$ cat config.mk
export PLATFORM = sky130hd
export DESIGN_NAME = srb_result_bank
export DESIGN_NICKNAME = d
export VERILOG_FILES = /design/src/rtl/srb_pkg.sv /design/src/rtl/srb_result_bank.sv
export VERILOG_INCLUDE_DIRS = /design/src /design/src/rtl
export SDC_FILE = /design/constraint.sdc
export NUM_CORES = 1
export LEC_CHECK = 0
export ABC_AREA = 0
export BUFFER_PORTS_ARGS = -buffer_cell sky130_fd_sc_hd__buf_2
export CORE_MARGIN = 3
export CORE_UTILIZATION = 45
export CTS_CLUSTER_SIZE = 40
export DETAILED_ROUTE_END_ITERATION = 16
export GPL_TIMING_DRIVEN = 1
export PLACE_DENSITY = 0.76
export SLEW_MARGIN = 25
export SYNTH_ARGS = -nofsm -noshare
export SYNTH_HDL_FRONTEND = slang
export SYNTH_SLANG_ARGS = --single-unit
$ cat constraint.sdc
create_clock -name sys_clk -period 1.95 [get_ports sys_clk]
set_clock_uncertainty 0.1 [all_clocks]
set_input_delay 0.2925 -clock sys_clk [delete_from_list [all_inputs] [get_ports sys_clk]]
set_output_delay 0.2925 -clock sys_clk [all_outputs]
set_load 0.03 [all_outputs]
$ cat src/rtl/srb_map.svh
// address map, field positions and reset values of the sensor result register bank
`ifndef SRB_MAP_SVH
`define SRB_MAP_SVH

// register indices of the output bank
`define SRB_ADDR_STATE 3'h0
`define SRB_ADDR_TEMP 3'h1
`define SRB_ADDR_CHAN_A 3'h2
`define SRB_ADDR_CHAN_B 3'h3
`define SRB_ADDR_CHAN_C 3'h4
`define SRB_ADDR_CONV_LOW 3'h5
`define SRB_ADDR_CONV_HIGH 3'h6
`define SRB_ADDR_LAST 3'h6

// bit positions inside the measurement flags byte
`define SRB_FLAG_TIME_OVF 7
`define SRB_FLAG_RES_OVF 6
`define SRB_FLAG_OVERDRIVE 5
`define SRB_FLAG_LOST 4
`define SRB_FLAG_NEW 3
`define SRB_FLAG_BUSY 2
`define SRB_FLAG_STANDBY 1
`define SRB_FLAG_POWERDOWN 0

// widths and reset values
`define SRB_TEMP_BITS 12
`define SRB_STATE_RST 8'h00
`define SRB_ZERO_BYTE 8'h00

`endif

$ cat src/rtl/srb_pkg.sv
// types shared by the sensor result register bank
package srb_pkg;

  // register index on the byte port
  typedef logic [2:0] srb_addr_t;

  // read session tracker, open from read start until stop or end of measurement
  typedef enum logic [1:0]
  {
    SRB_IDLE = 2'b01,
    SRB_OPEN = 2'b10
  } srb_sess_e;

endpackage : srb_pkg

$ cat src/rtl/srb_result_bank.sv
// output result register bank with buffer transfer and measurement flags
`timescale 1ns/100ps
`include "srb_map.svh"

module srb_result_bank
(
  // clock and reset
  input wire logic sys_clk,
  input wire logic reset,
  // device state
  input wire logic meas_active,
  input wire logic busy,
  input wire logic standby_active,
  input wire logic powerdown_active,
  // byte port from the serial interface engine
  input wire logic i2c_rd_start,
  input wire srb_pkg::srb_addr_t i2c_addr,
  input wire logic i2c_rd_byte,
  input wire logic i2c_stop,
  input wire logic i2c_wr,
  input wire logic [7:0] i2c_wdata,
  output logic [7:0] rd_data,
  output logic rd_valid,
  // results from the measurement sequencer
  input wire logic buf_load,
  input wire logic [11:0] buf_temp,
  input wire logic [15:0] buf_chan_a,
  input wire logic [15:0] buf_chan_b,
  input wire logic [15:0] buf_chan_c,
  input wire logic [23:0] buf_conv_ref,
  input wire logic buf_time_ovf,
  input wire logic buf_res_ovf,
  input wire logic buf_overdrive,
  // pins and state outputs
  output logic ready_out,
  output logic [7:0] operating_state_byte
);
  import srb_pkg::*;

  // true for any index inside the output bank
  function automatic logic is_bank(input srb_addr_t a);
    is_bank = (a <= `SRB_ADDR_LAST);
  endfunction : is_bank

  // true for the three channel result indices
  function automatic logic is_chan(input srb_addr_t a);
    is_chan = (a == `SRB_ADDR_CHAN_A) || (a == `SRB_ADDR_CHAN_B) || (a == `SRB_ADDR_CHAN_C);
  endfunction : is_chan

  // buffer registers
  logic [11:0] bt_r;
  logic [15:0] ba_r, bb_r, bc_r;
  logic [23:0] bv_r;
  logic [2:0] bf_r;
  logic pend_r;
  // result registers
  logic [11:0] temp_r;
  logic [15:0] chan_a_r, chan_b_r, chan_c_r;
  logic [23:0] conv_r;
  logic time_ovf_r, res_ovf_r, overdrive_r;
  logic lost_r, new_r;
  // read pointer and session
  srb_addr_t idx_r;
  logic phase_r;
  srb_sess_e sess_r;
  logic [7:0] flags_byte;
  logic [7:0] byte_mux;
  logic xfer, flags_read, chan_read;

  // ready pin is high when busy is low, whether or not meas_active is set
  // ready pin drive
  assign ready_out = ~busy;

  assign flags_byte = {time_ovf_r, res_ovf_r, overdrive_r, lost_r, new_r,
                       ~ready_out, standby_active, powerdown_active};

  // transfer on read start into the bank, only outside an open read
  assign xfer = i2c_rd_start && meas_active && (sess_r == SRB_IDLE) && is_bank(i2c_addr) && pend_r;
  assign flags_read = i2c_rd_byte && meas_active && (idx_r == `SRB_ADDR_STATE) && phase_r;
  assign chan_read = i2c_rd_byte && meas_active && is_chan(idx_r);

  // read session: open at read start, closed by stop or leaving measurement
  always_ff @(posedge sys_clk)
  begin
    if (reset)
      sess_r <= SRB_IDLE;
    else
    begin
      unique case (sess_r)
        SRB_IDLE:
          if (i2c_rd_start && meas_active)
            sess_r <= SRB_OPEN;
        SRB_OPEN:
          if (i2c_stop || !meas_active)
            sess_r <= SRB_IDLE;
        default:
          sess_r <= SRB_IDLE;
      endcase
    end
  end

  // buffer capture at end of each measurement
  always_ff @(posedge sys_clk)
  begin
    if (reset)
    begin
      bt_r <= 12'h000;
      ba_r <= 16'h0000;
      bb_r <= 16'h0000;
      bc_r <= 16'h0000;
      bv_r <= 24'h000000;
      bf_r <= 3'h0;
    end
    else if (buf_load)
    begin
      bt_r <= buf_temp;
      ba_r <= buf_chan_a;
      bb_r <= buf_chan_b;
      bc_r <= buf_chan_c;
      bv_r <= buf_conv_ref;
      bf_r <= {buf_time_ovf, buf_res_ovf, buf_overdrive};
    end
  end

  // buffer holds data not yet moved; a new load wins over the transfer
  always_ff @(posedge sys_clk)
  begin
    if (reset || !meas_active)
      pend_r <= 1'b0;
    else if (buf_load)
      pend_r <= 1'b1;
    else if (xfer)
      pend_r <= 1'b0;
  end

  // result registers load only on a transfer, never mid-read, and clear outside measurement
  always_ff @(posedge sys_clk)
  begin
    if (reset || !meas_active)
    begin
      temp_r <= 12'h000;
      chan_a_r <= 16'h0000;
      chan_b_r <= 16'h0000;
      chan_c_r <= 16'h0000;
      conv_r <= 24'h000000;
      {time_ovf_r, res_ovf_r, overdrive_r} <= 3'h0;
    end
    else if (xfer)
    begin
      temp_r <= bt_r;
      chan_a_r <= ba_r;
      chan_b_r <= bb_r;
      chan_c_r <= bc_r;
      conv_r <= bv_r;
      {time_ovf_r, res_ovf_r, overdrive_r} <= bf_r;
    end
  end

  // new-data flag, set wins over clear
  always_ff @(posedge sys_clk)
  begin
    if (reset || !meas_active)
      new_r <= 1'b0;
    else if (xfer)
      new_r <= 1'b1;
    else if (flags_read || chan_read)
      new_r <= 1'b0;
  end

  // lost-data flag, cleared only by a flags byte read or outside measurement
  always_ff @(posedge sys_clk)
  begin
    if (reset || !meas_active)
      lost_r <= 1'b0;
    else if (buf_load && pend_r && !xfer)
      lost_r <= 1'b1;
    else if (flags_read)
      lost_r <= 1'b0;
  end

  // only index zero takes a written byte
  always_ff @(posedge sys_clk)
  begin
    if (reset)
      operating_state_byte <= `SRB_STATE_RST;
    else if (i2c_wr && (i2c_addr == `SRB_ADDR_STATE))
      operating_state_byte <= i2c_wdata;
  end

  // read pointer: two bytes per index, low byte first
  always_ff @(posedge sys_clk)
  begin
    if (reset)
    begin
      idx_r <= `SRB_ADDR_STATE;
      phase_r <= 1'b0;
    end
    else if (i2c_rd_start)
    begin
      idx_r <= i2c_addr;
      phase_r <= 1'b0;
    end
    else if (i2c_rd_byte)
    begin
      phase_r <= ~phase_r;
      if (phase_r)
        idx_r <= idx_r + 3'h1;
    end
  end

  // byte selection from index and phase
  always_comb
  begin
    byte_mux = `SRB_ZERO_BYTE;
    unique case ({idx_r, phase_r})
      {`SRB_ADDR_STATE, 1'b0}: byte_mux = operating_state_byte;
      {`SRB_ADDR_STATE, 1'b1}: byte_mux = flags_byte;
      {`SRB_ADDR_TEMP, 1'b0}: byte_mux = temp_r[7:0];
      {`SRB_ADDR_TEMP, 1'b1}: byte_mux = {4'h0, temp_r[11:8]};
      {`SRB_ADDR_CHAN_A, 1'b0}: byte_mux = chan_a_r[7:0];
      {`SRB_ADDR_CHAN_A, 1'b1}: byte_mux = chan_a_r[15:8];
      {`SRB_ADDR_CHAN_B, 1'b0}: byte_mux = chan_b_r[7:0];
      {`SRB_ADDR_CHAN_B, 1'b1}: byte_mux = chan_b_r[15:8];
      {`SRB_ADDR_CHAN_C, 1'b0}: byte_mux = chan_c_r[7:0];
      {`SRB_ADDR_CHAN_C, 1'b1}: byte_mux = chan_c_r[15:8];
      // time reference, high word padded with zero
      {`SRB_ADDR_CONV_LOW, 1'b0}: byte_mux = conv_r[7:0];
      {`SRB_ADDR_CONV_LOW, 1'b1}: byte_mux = conv_r[15:8];
      {`SRB_ADDR_CONV_HIGH, 1'b0}: byte_mux = conv_r[23:16];
      {`SRB_ADDR_CONV_HIGH, 1'b1}: byte_mux = `SRB_ZERO_BYTE;
      default: byte_mux = `SRB_ZERO_BYTE;
    endcase
  end

  // registered read byte, zero outside measurement state
  always_ff @(posedge sys_clk)
  begin
    if (reset)
    begin
      rd_data <= `SRB_ZERO_BYTE;
      rd_valid <= 1'b0;
    end
    else
    begin
      rd_valid <= i2c_rd_byte;
      if (i2c_rd_byte)
        rd_data <= meas_active ? byte_mux : `SRB_ZERO_BYTE;
    end
  end
endmodule : srb_result_bank

==> results of run 1 <==
==> cells in the mapped netlist (2+ instances only) <==
library cell | number | area, um2
dfxtp_1 | 200 | 4000
nand3_1 | 18 | 90.1
a31oi_1 | 3 | 18.8
and3_1 | 4 | 25.0
buf_4 | 2 | 15.0
mux2i_1 | 88 | 881
buf_1 | 3 | 11.3
and3b_1 | 4 | 35.0
mux2_2 | 13 | 146
inv_1 | 9 | 33.8
and2_1 | 2 | 12.5
o221ai_1 | 2 | 17.5
nor2_1 | 100 | 375
ha_1 | 4 | 50.1
nand4_1 | 3 | 18.8
o2111ai_1 | 4 | 35.0
o31a_1 | 7 | 61.3
nor3_1 | 2 | 10.0
nor2b_1 | 11 | 68.8
nand2_1 | 207 | 777
o31ai_1 | 2 | 15.0
a211oi_1 | 2 | 15.0
a22oi_1 | 16 | 120
a21oi_1 | 111 | 556
o211ai_1 | 3 | 22.5
xnor2_1 | 2 | 17.5
buf_2 | 24 | 120
nand3b_1 | 2 | 15.0
o21ai_0 | 7 | 35.0
a221oi_1 | 3 | 26.3
a32oi_1 | 13 | 114
buf_6 | 4 | 45.0
clkbuf_1 | 36 | 135
nor3b_1 | 4 | 30.0
==> flip-flops by register name (all words and copies together), names as in the netlist, 12 cells and up <==
| register | flops |
|---|---|
| bv_r | 24 |
| conv_r | 24 |
| ba_r | 16 |
| bb_r | 16 |
| bc_r | 16 |
| chan_a_r | 16 |
| chan_b_r | 16 |
| chan_c_r | 16 |
| bt_r | 12 |
| temp_r | 12 |
==> critical path, stage by stage, from the launching register on <==
cell      delay [ps]
dfxtp_2          370
buf_4            190
nor2b_2          200
a22oi_1          280
o221ai_1         250
o31a_1           350
==> cell type report <==
| cell class | instances | area (um2) | area share [%] |
|---|---|---|---|
| Inverter | 10 | 37.5 | 0.371 |
| Clock buffer | 19 | 453 | 4.48 |
| Timing Repair Buffer | 210 | 1500 | 14.9 |
| Sequential cell | 200 | 4010 | 39.6 |
| Multi-Input combinational cell | 649 | 3700 | 36.6 |
| Tap cell | 225 | 282 | 2.78 |
| Clock inverter | 13 | 135 | 1.34 |
==> cell families (layout without fill, tap and decap cells) <==
logic type,after synthesis,count (layout),share of synthesized area [%]
AO/OA/AOI/OAI,179,179,13.5
XOR/XNOR,2,2,0.217
adder cells (fa/ha/maj),4,4,0.620
buffers and inverters,80,252,4.57
flip-flops,200,200,49.6
multiplexers,101,101,12.7
AND/OR/NAND/NOR,363,363,18.8
==> path summary, 6_finish.rpt <==
check / startpoint / end / slack, ps
max reg2reg: idx_r[0] / rd_data[0] / 100
min: buf_temp[3] / bt_r[3] / 2
max: idx_r[0] / rd_data[0] / 100
min reg2reg: bv_r[2] / conv_r[2] / 350
==> power breakdown <==
part	switching [mW]	internal [mW]
Sequential	0.0865	4.21
Clock	1.62	1.87
Combinational	0.406	0.372
==> stage by stage <==
step | total power [mW] | utilization [%] | setup WS (ps)
floorplan | 4.78 | - | 276
global placement | 5.07 | 51.8 | -91.6
detailed placement | 5.08 | 51.8 | -75.5
CTS | 8.58 | 58.0 | 24.6
global route | 8.83 | 58.1 | 73.2
finish | 8.55 | 58.1 | 100
==> per-layer routing <==
layer	GRT usage (%)	vias to the layer above
met5	0	-
met4	6.58	0
met3	4.20	27
li1	-	3505
met1	31.6	3380
met2	36.5	226
==> repair_timing <==
action | in CTS | in global routing
gates cloned | 0 | 0
setup endpoints to repair | 3 | 4
hold endpoints to repair | 49 | 1
resized for setup | 2 | 2
hold buffers | 49 | 1
pin swaps | 0 | 0
==> metrics.cfg, run 1 <==
[run_status]
run_status=complete, no violations

[worst_setup_path]
cp.arrival_ps=2070
rr_worst_depth=5
setup.worst_path.class=register to register
kind_of_end_point_of_the_critical_path=register
worst-endpoint-required_ps=2170
timing.critical_path.from_type=register
critical_path_peak_fanout=9

[clock_network]
cts.htree.levels=4
cts.repair_timing.setup_buffer_count=0
clk_transition_reported_paths_ps=70
clock-sinks=200
cts_inserted_buffers=17
worstSkewPairLatency_ps=430
clockRootBuffer=clkbuf_16
number_of_buffers_on_the_longest_clock_path=2
cts_tree=yes

[place]
hpwlAfterDp_um=15700
total_of_buffers_placed_on_input_and_output_ports=126
placed_cell_area_um2=9030
place.detailed.instances=1244
place.gp.congestion=1.01

[sta]
final_count_of_hold_timing_violations=0
worst-slew-pin-transition_ps=510
slew-limit-headroom_pct=66.0
finalHoldWorstSlack_ps=1.62
final-setup-viol-count=0
fin_crit_sh_pct=94.9
report.final.slew_viol_count=0
tns_ps=0
clock.fmax_mhz=541
grt_setup_unrepaired=false
finalWorstPathRequiredPeriod_ps=1850

[route]
drcViolationCount=0
top_signal_layer_used=met4
vias_per_cell=5.38
wire_per_inst_um=16.9
drt.antenna.violating_nets=0
drt-pass1-iter-count=5
metal3_wl_um=1440
wirelength_met1_um=10200
drt-total-wl_um=22400
detailroute.via_count=7138
drt_first_iter_violations=451
route.met2.wl_um=10300

[cells_and_area]
antennaDiodeCount=0
fraction_of_final_layout_cells_sized_beyond_drive_strength_1_pct=19.3
final_cell_mix=nand2_1 (206), dfxtp_1 (197), buf_2 (124), a21oi_1 (111), nor2_1 (100)
finish.cell_count_without_fillers=1326
mostFrequentLayoutCell=nand2_1
layout_fillers=1517
final_design_area_no_fill_um2=10100
flow.area_growth_from_synthesis_pct=25.4
fin_nets=1201

[die]
boundaryPins=127
row_count=48
floorplan.die.width_um=140
floorplan.initialDensity_pct=46.3
core_region_area_um2=17400
chipHeight_um=140
floorplan.die_area_um2=19600

[power]
max-vdd-ir-drop_mv=0.637
p_leak_nw=4.08
cell_area_power_density_nw_per_um2=845

[grt]
grt_antenna_before_repair=0
number_of_global_route_vias_before_repair=6906
grt_max_degree=91
gr-total-overflow=0
grt_first_pass_wirelength_um=35900
grt_usage_pct=22.8

[logic_synthesis]
ys.flop_type=dfxtp_1
cell_area_after_synthesis_um2=8070
ys_warn_count=0
synth_enable_flop_cells=0
avgSynthCellArea_um2=8.69
netlist_instances=929
synth_cell_types=48
synth.yosys.seq_area_share_pct=49.6
mappedNetlistNets=1042
synth_async_sr_flop_share_pct=0
yosys_register_bits=200

[min_path]
whs_path_depth=3
worst_hold_path_type=input port to register

[flow_run]
cap_viol_max_count=0

(Power assumes the default switching activity.)
==> inputs of run 2 (changes only) <==
- BUFFER_PORTS_ARGS: -buffer_cell sky130_fd_sc_hd__buf_2 -> unset
- DONT_BUFFER_PORTS: unset -> 1
- PLACE_DENSITY: 0.76 -> 0.7
==> run 2 against run 1 <==
  * Non-clock buffer count fell by 5
  * Clock power is 3% higher
  * Flip-flop and latch count unchanged
  * Fmax up 1.2%
  * Critical path type unchanged
==> metrics.cfg, run 2 (synthesized netlist as in run 1, its figures left out) <==
[place]
hpwlAfterDp_um=15100  ; -3.9%
placed_cell_area_um2=8330  ; -7.7%
place.detailed.instances=1118  ; -10%
place_ws_ps=-2.62  ; +72.9 ps
total_of_buffers_placed_on_input_and_output_ports=0  ; -100%
place.gp.congestion=0.993  ; -1.3%

[clock_network]
clock-sinks=200  ; unchanged
cts.repair_timing.setup_buffer_count=0  ; unchanged
clk_transition_reported_paths_ps=70  ; about the same
worstSkewPairLatency_ps=440  ; about the same
number_of_buffers_on_the_longest_clock_path=2  ; unchanged
cts_tree=yes
clockRootBuffer=clkbuf_16
cts_inserted_buffers=17  ; unchanged
cts.htree.levels=4  ; unchanged

[route]
drt-total-wl_um=25000  ; +12%
drt_first_iter_violations=537  ; +19%
drt-pass1-iter-count=5  ; unchanged
drt.antenna.violating_nets=0  ; unchanged
drcViolationCount=0  ; unchanged
detailroute.via_count=7254  ; +1.6%
wire_per_inst_um=18.9  ; +12%
vias_per_cell=5.50  ; +2.1%

[worst_setup_path]
timing.critical_path.slowest_cell_delay_ps=370  ; about the same
critical_path_peak_fanout=39  ; +30
worst-endpoint-required_ps=2180  ; about the same
kind_of_end_point_of_the_critical_path=register
crit_slowest_cell=mux2_2
setup.worst_path.class=register to register
timing.critical_path.from_type=register
cp.arrival_ps=2060  ; about the same
critical_path.cell_chain=buf_12 -> mux2_2 -> a22oi_1 -> o21ai_0 -> o311a_1

[cells_and_area]
mostFrequentLayoutCell=nand2_1
flow.area_growth_from_synthesis_pct=32.1
finish.cell_count_without_fillers=1320  ; -0.45%
fraction_of_final_layout_cells_sized_beyond_drive_strength_1_pct=8.04  ; -11 points
fin_nets=1196  ; -0.42%
multi_input_area_um2=3710  ; +0.17%
antennaDiodeCount=0  ; unchanged
layout_fillers=1468  ; -3.2%
area.sequential_um2=4010  ; unchanged
final_design_area_no_fill_um2=10700  ; +5.3%
final_cell_mix=nand2_1 (206), dfxtp_1 (197), dlygate4sd3_1 (170), a21oi_1 (111), nor2_1 (99)
reg_top3=bv_r x24, conv_r x24
final_util_pct=61.2  ; +3.1 points

[die]
floorplan.die.width_um=140  ; unchanged
core_region_area_um2=17400  ; unchanged
row_count=48  ; unchanged
floorplan.initialDensity_pct=46.3  ; unchanged
floorplan.die_area_um2=19600  ; unchanged
boundaryPins=127  ; unchanged
chipHeight_um=140  ; unchanged

[grt]
grt.busiest_layer=met2
grt_max_degree=89  ; -2.2%
gr-total-overflow=0  ; unchanged
number_of_global_route_vias_before_repair=7302  ; +5.7%
grt_antenna_before_repair=0  ; unchanged
grt.met3_usage_pct=6.35  ; +2.2 points
gr-usage-met1_pct=33.6  ; +2.0 points
grt_usage_pct=25.5  ; +2.8 points
grt_first_pass_wirelength_um=39700  ; +11%
grt.met2_usage_pct=40.9  ; +4.5 points

[power]
p_leak_nw=4.04  ; -1.1%
p_clk_share_pct=41.0  ; +0.3 points
cell_area_power_density_nw_per_um2=821  ; -2.9%
pwr-share-seq_pct=49.3  ; -0.9 points
switching_share_pct=24.4  ; -0.30 points
netSwitchingPower_mw=2.13  ; +1.0%
max-vdd-ir-drop_mv=0.656  ; +2.9%
cell_internal_pwr_mw=6.62  ; +2.7%
power.share.combinational_pct=9.7  ; +0.6 points

[sta]
slew-limit-headroom_pct=64.9  ; -1.1 points
fin_crit_sh_pct=93.7  ; -1.1 points
timing.final.ws_setup_ps=122  ; +22.0 ps
tns_ps=0  ; unchanged
final-setup-viol-count=0  ; unchanged
finalWorstPathRequiredPeriod_ps=1830  ; -22.0 ps
grt_setup_unrepaired=false
final_count_of_hold_timing_violations=0  ; unchanged
clock.fmax_mhz=547  ; +1.2%
worst-slew-pin-transition_ps=527  ; +17.0 ps
report.final.slew_viol_count=0  ; unchanged

[min_path]
worst_hold_path_type=input port to register

[run_status]
run_status=complete, no violations

[flow_run]
cap_viol_max_count=0  ; unchanged

## run 2: changes by cell type in the layout (fill, tap and decap cells not counted), moves of 2 or more
cell           previous run  this run
buf_2                   124         0
dlygate4sd3_1            50       170
buf_12                    9         4
buf_4                    27        30
clkbuf_8                  2         0
inv_8                     1         3
## run 2: per-layer routing
metal  routed length (um)  share of wire (%)
met1                10800                 43
met2                11800                 47
met3                 1800                7.2
met4                  634                2.5
met5                    0                  0
## run 2: area by class of cell
type / instances / area share [%]
Multi-Input combinational cell: 649 / 34.8
Tap cell: 225 / 2.64
Clock inverter: 14 / 1.55
Clock buffer: 17 / 3.99
Inverter: 10 / 0.352
Sequential cell: 200 / 37.6
Timing Repair Buffer: 205 / 19.1
## run 2: power by group through the flow
stage	sequential, mW	combinational, mW	clock (mW)
floorplan	4.36	0.422	0
global placement	4.39	0.443	0
detailed placement	4.40	0.451	0
CTS	4.30	0.813	3.62
global route	4.32	0.922	3.79
finish	4.31	0.852	3.59
## run 2: critical path: cells and delay by family, from the launching register on
| family | cells | cell delay (ps) |
|---|---|---|
| compound gates | 3 | 660 |
| buf+inv | 1 | 220 |
| flops | 1 | 360 |
| mux | 1 | 370 |
## run 2: through the flow
stage,total power [mW],hold WS (ps)
after CTS,8.73,8.41
after floorplan,4.78,270
after global placement,4.84,273
final,8.75,13.7
after global routing,9.04,22.4
after detailed placement,4.85,274
## run 2: repair_timing
item,in CTS,in global routing
hold buffers,171,0
resized for setup,1,5
gates cloned,0,0
pin swaps,0,0
hold endpoints to repair,112,0
setup endpoints to repair,2,7
## run 2: path summary, 6_finish.rpt
| path | startpoint | end | slack [ps] | cells past startpoint |
|---|---|---|---|---|
| max | phase_r | rd_data[5] | 120 | 5 |
| min reg2reg | ba_r[5] | chan_a_r[5] | 350 | 2 |
| max reg2reg | phase_r | rd_data[5] | 120 | 5 |
| min | i2c_rd_byte | idx_r[2] | 10 | 3 |
==> inputs of run 3 (changes only) <==
==> constraint.sdc (replaced) <==
create_clock -name sys_clk -period 1.95 [get_ports sys_clk]
set_clock_uncertainty 0.1 [all_clocks]
set_input_delay 0.0975 -clock sys_clk [delete_from_list [all_inputs] [get_ports sys_clk]]
set_output_delay 0.0975 -clock sys_clk [all_outputs]
set_load 0.03 [all_outputs]
==> run 3 against run 2 <==
  * The flow now stops in clock tree synthesis
  * Area after synthesis unchanged
  * Synthesized cell count unchanged
==> metrics.cfg, run 3 <==
[clock_network]
cts_resized=1  ; unchanged
cts_hold_buffers=230  ; +35%
number_of_buffers_on_the_longest_clock_path=2  ; unchanged
cts.htree.levels=4  ; unchanged
clockRootBuffer=clkbuf_16
cts_inserted_buffers=17  ; unchanged
clock-sinks=200  ; unchanged
cts.repair_timing.setup_buffer_count=0  ; unchanged

[run_status]
run_status=stopped before the end
run.stop_error=[ERROR RSZ-0060] Max buffer count reached.
flow.stopped_at=clock tree synthesis

[logic_synthesis]
netlist_instances=929  ; unchanged
avgSynthCellArea_um2=8.69  ; unchanged
synth.largest_area_cell=dfxtp_1
ys_warn_count=0  ; unchanged
synth.area.mux_share_pct=12.7  ; unchanged
mappedNetlistNets=1042  ; unchanged
yosysTopAreaCellShare_pct=49.6  ; unchanged
synth.cells.most_frequent=nand2_1 (207), dfxtp_1 (200), a21oi_1 (111)
post_synth_main_area_contributors=dfxtp_1 (50%), mux2i_1 (11%), nand2_1 (9.6%)
cell_area_after_synthesis_um2=8070  ; unchanged
ys.flop_type=dfxtp_1
synth_enable_flop_cells=0  ; unchanged
simple_gate_share_of_the_synthesized_area_pct=18.8  ; unchanged
synth.yosys.seq_area_share_pct=49.6  ; unchanged
synth_fa_ha_area_share_pct=0.620  ; unchanged
yosys_register_bits=200  ; unchanged
yosys.cell_count.top_type=nand2_1
dominant_combinational_cell_family_by_area_after_synthesis=simple AND/OR/NAND/NOR gates
synth_async_sr_flop_share_pct=0  ; unchanged
yosys.area_share.xor_xnor_pct=0.217  ; unchanged
synth_cell_types=48  ; unchanged
synth_compound_gate_area_share_pct=13.5  ; unchanged

[place]
place.gp.congestion=0.927  ; -6.6%
place.detailed.instances=1113  ; -0.45%
hpwlAfterDp_um=15000  ; -0.18%
place_ws_ps=-3.75  ; -1.13 ps
total_of_buffers_placed_on_input_and_output_ports=0  ; unchanged

[die]
chipHeight_um=140  ; unchanged
floorplan.initialDensity_pct=46.3  ; unchanged
row_count=48  ; unchanged
boundaryPins=127  ; unchanged
floorplan.die.width_um=140  ; unchanged

==> run 3: kinds of logic after synthesis <==
| logic type | after synthesis |
|---|---|
| AOI/OAI and AO/OA | 179 |
| xor gates and xnor gates | 2 |
| adders and majority gates | 4 |
| muxes | 101 |
| and+or+nand+nor | 363 |
| DFF | 200 |
| buffers and inverters | 80 |
==> run 3: through the flow <==
step | instance area [um2] | hold WS (ps) | util, %
floorplan | 8070 | 74.9 | -
global placement | 8330 | 77.9 | 47.8
detailed placement | 8330 | 79.0 | 47.8
==> inputs of run 4 (changes only) <==
- CORE_UTILIZATION: 45 -> 30
- CTS_CLUSTER_SIZE: 40 -> unset
- PLACE_DENSITY: 0.7 -> unset
- PLACE_DENSITY_LB_ADDON: unset -> 0.15
==> run 4 against run 3 <==
  * The run now ends clean
==> metrics.cfg, run 4 (synthesized netlist as in run 1, its figures left out) <==
[run_status]
run_status=complete, no violations

[clock_network]
cts.htree.levels=4  ; unchanged
clockRootBuffer=clkbuf_16
worstSkewPairLatency_ps=440
cts_tree=yes
cts_inserted_buffers=17  ; unchanged
number_of_buffers_on_the_longest_clock_path=2  ; unchanged
clock-sinks=200  ; unchanged
clk_transition_reported_paths_ps=70

[place]
place_ws_ps=-107  ; -103 ps
hpwlAfterDp_um=17600  ; +17%
place.gp.congestion=0.898  ; -3.0%
placed_cell_area_um2=8550  ; +2.7%
total_of_buffers_placed_on_input_and_output_ports=0  ; unchanged

[grt]
grt_antenna_before_repair=0
number_of_global_route_vias_before_repair=6879
grt_max_degree=89
gr-total-overflow=0
grt.busiest_layer=met2
grt_first_pass_wirelength_um=40700
grt.met2_usage_pct=29.1
grt.met3_usage_pct=4.46
grt_usage_pct=18.4
gr-usage-met1_pct=25.2

[power]
p_clk_share_pct=41.5
cell_area_power_density_nw_per_um2=813
power.share.combinational_pct=8.9
netSwitchingPower_mw=2.06
p_leak_nw=4.15
cell_internal_pwr_mw=6.60
max-vdd-ir-drop_mv=0.497
pwr-share-seq_pct=49.6
switching_share_pct=23.8

[cells_and_area]
flow.area_growth_from_synthesis_pct=32.1
reg_top3=bv_r x24, conv_r x24
final_cell_mix=nand2_1 (206), dfxtp_1 (197), dlygate4sd3_1 (146), a21oi_1 (111), nor2_1 (100)
fin_nets=1179
final_design_area_no_fill_um2=10700
mostFrequentLayoutCell=nand2_1
layout_fillers=2690
fraction_of_final_layout_cells_sized_beyond_drive_strength_1_pct=9.00
antennaDiodeCount=0

[worst_setup_path]
kind_of_end_point_of_the_critical_path=register
worst_r2r_startpoint=idx_r[0]
timing.reg2reg.setup_slack_ps=40
cp.arrival_ps=2150
critical_path.cell_chain=buf_12 -> inv_1 -> xnor2_1 -> o21ai_0 -> dlygate4sd3_1 -> and2_1
setup.worst_path.class=register to register
crit_slowest_cell=dlygate4sd3_1
critical_path_peak_fanout=24
rr_worst_depth=6
timing.critical_path.from_type=register
timing.critical_path.slowest_cell_delay_ps=570
worst-endpoint-required_ps=2180
timing.rr.end=idx_r[0]

[die]
floorplan.initialDensity_pct=30.7  ; -16 points
floorplan.die.width_um=170  ; +22%
boundaryPins=127  ; unchanged
chipHeight_um=170  ; +22%
floorplan.die_area_um2=28900
row_count=59  ; +23%
core_region_area_um2=26300

[sta]
slew-limit-headroom_pct=62.0
grt_setup_unrepaired=false
finalWorstPathRequiredPeriod_ps=1910
fin_crit_sh_pct=98.2
clock.fmax_mhz=522
final_count_of_hold_timing_violations=0
timing.final.ws_setup_ps=35.3
final-setup-viol-count=0
tns_ps=0
worst-slew-pin-transition_ps=568
report.final.slew_viol_count=0
finalHoldWorstSlack_ps=65.5

[route]
drcViolationCount=0
wire_per_inst_um=18.8
drt-pass1-iter-count=5
drt-total-wl_um=26500
vias_per_cell=4.96
detailroute.via_count=7012
drt_first_iter_violations=517
drt.antenna.violating_nets=0

[min_path]
worst_hold_path_type=input port to register
worst_hold_path_startpoint=powerdown_active
whs_endpoint=rd_data[0]
whs_path_depth=3

[flow_run]
cap_viol_max_count=0

==> run 4: metrics by stage <==
stage               utilization (%)  power [mW]  std cells
floorplan                         -        4.78        929
global placement               32.5        4.87       1233
detailed placement             32.5        4.87       1233
CTS                            40.3        8.75       1409
global route                   40.5        9.03       1413
finish                         40.5        8.66       1413
==> run 4: routing by layer <==
metal / vias up / part of all wire (%)
met2: 171 / 46
met5: - / 0
li1: 3449 / -
met1: 3364 / 47
met4: 0 / 1.7
met3: 28 / 5.4
==> run 4: cell type report <==
cell class,count,area (um2),area share [%]
multi-input combinational,649,3730,35.0
timing repair buffer,188,1880,17.6
clock buffer,20,457,4.29
clock inverter,11,125,1.17
tap,335,419,3.93
sequential,200,4010,37.6
inverter,10,41.3,0.387
==> run 4: worst max-delay path, delay by kind of cell, from the launching register on <==
family | cells | cell delay (ps)
xor+xnor | 1 | 170
buf+inv | 3 | 890
simple gates | 1 | 170
flops | 1 | 380
compound gates | 1 | 90
==> run 4: power groups by stage <==
stage | clock, mW | sequential, mW | combinational (mW)
6_report | 3.59 | 4.30 | 0.768
5_1_grt | 3.87 | 4.32 | 0.837
4_1_cts | 3.70 | 4.30 | 0.746
3_5_place_dp | 0 | 4.39 | 0.478
3_3_place_gp | 0 | 4.39 | 0.476
2_1_floorplan | 0 | 4.36 | 0.422
==> run 4: what timing repair did <==
action,4_1_cts,5_1_grt
endpoints found under the setup margin,5,11
hold buffers,145,2
hold endpoints to repair,161,2
buffers inserted,0,2
gates resized for setup,2,6
==> run 4: worst max path at each step <==
stage                 endpoint  cells after the start  slack (ps)  startpoint
floorplan           rd_data[0]                      5         280    idx_r[0]
global placement    rd_data[1]                      5         -30    idx_r[1]
detailed placement  rd_data[6]                      4        -110    idx_r[2]
CTS                   idx_r[2]                      5          -6    idx_r[2]
global route          idx_r[0]                      6           2    idx_r[0]
finish                idx_r[0]                      6          40    idx_r[0]
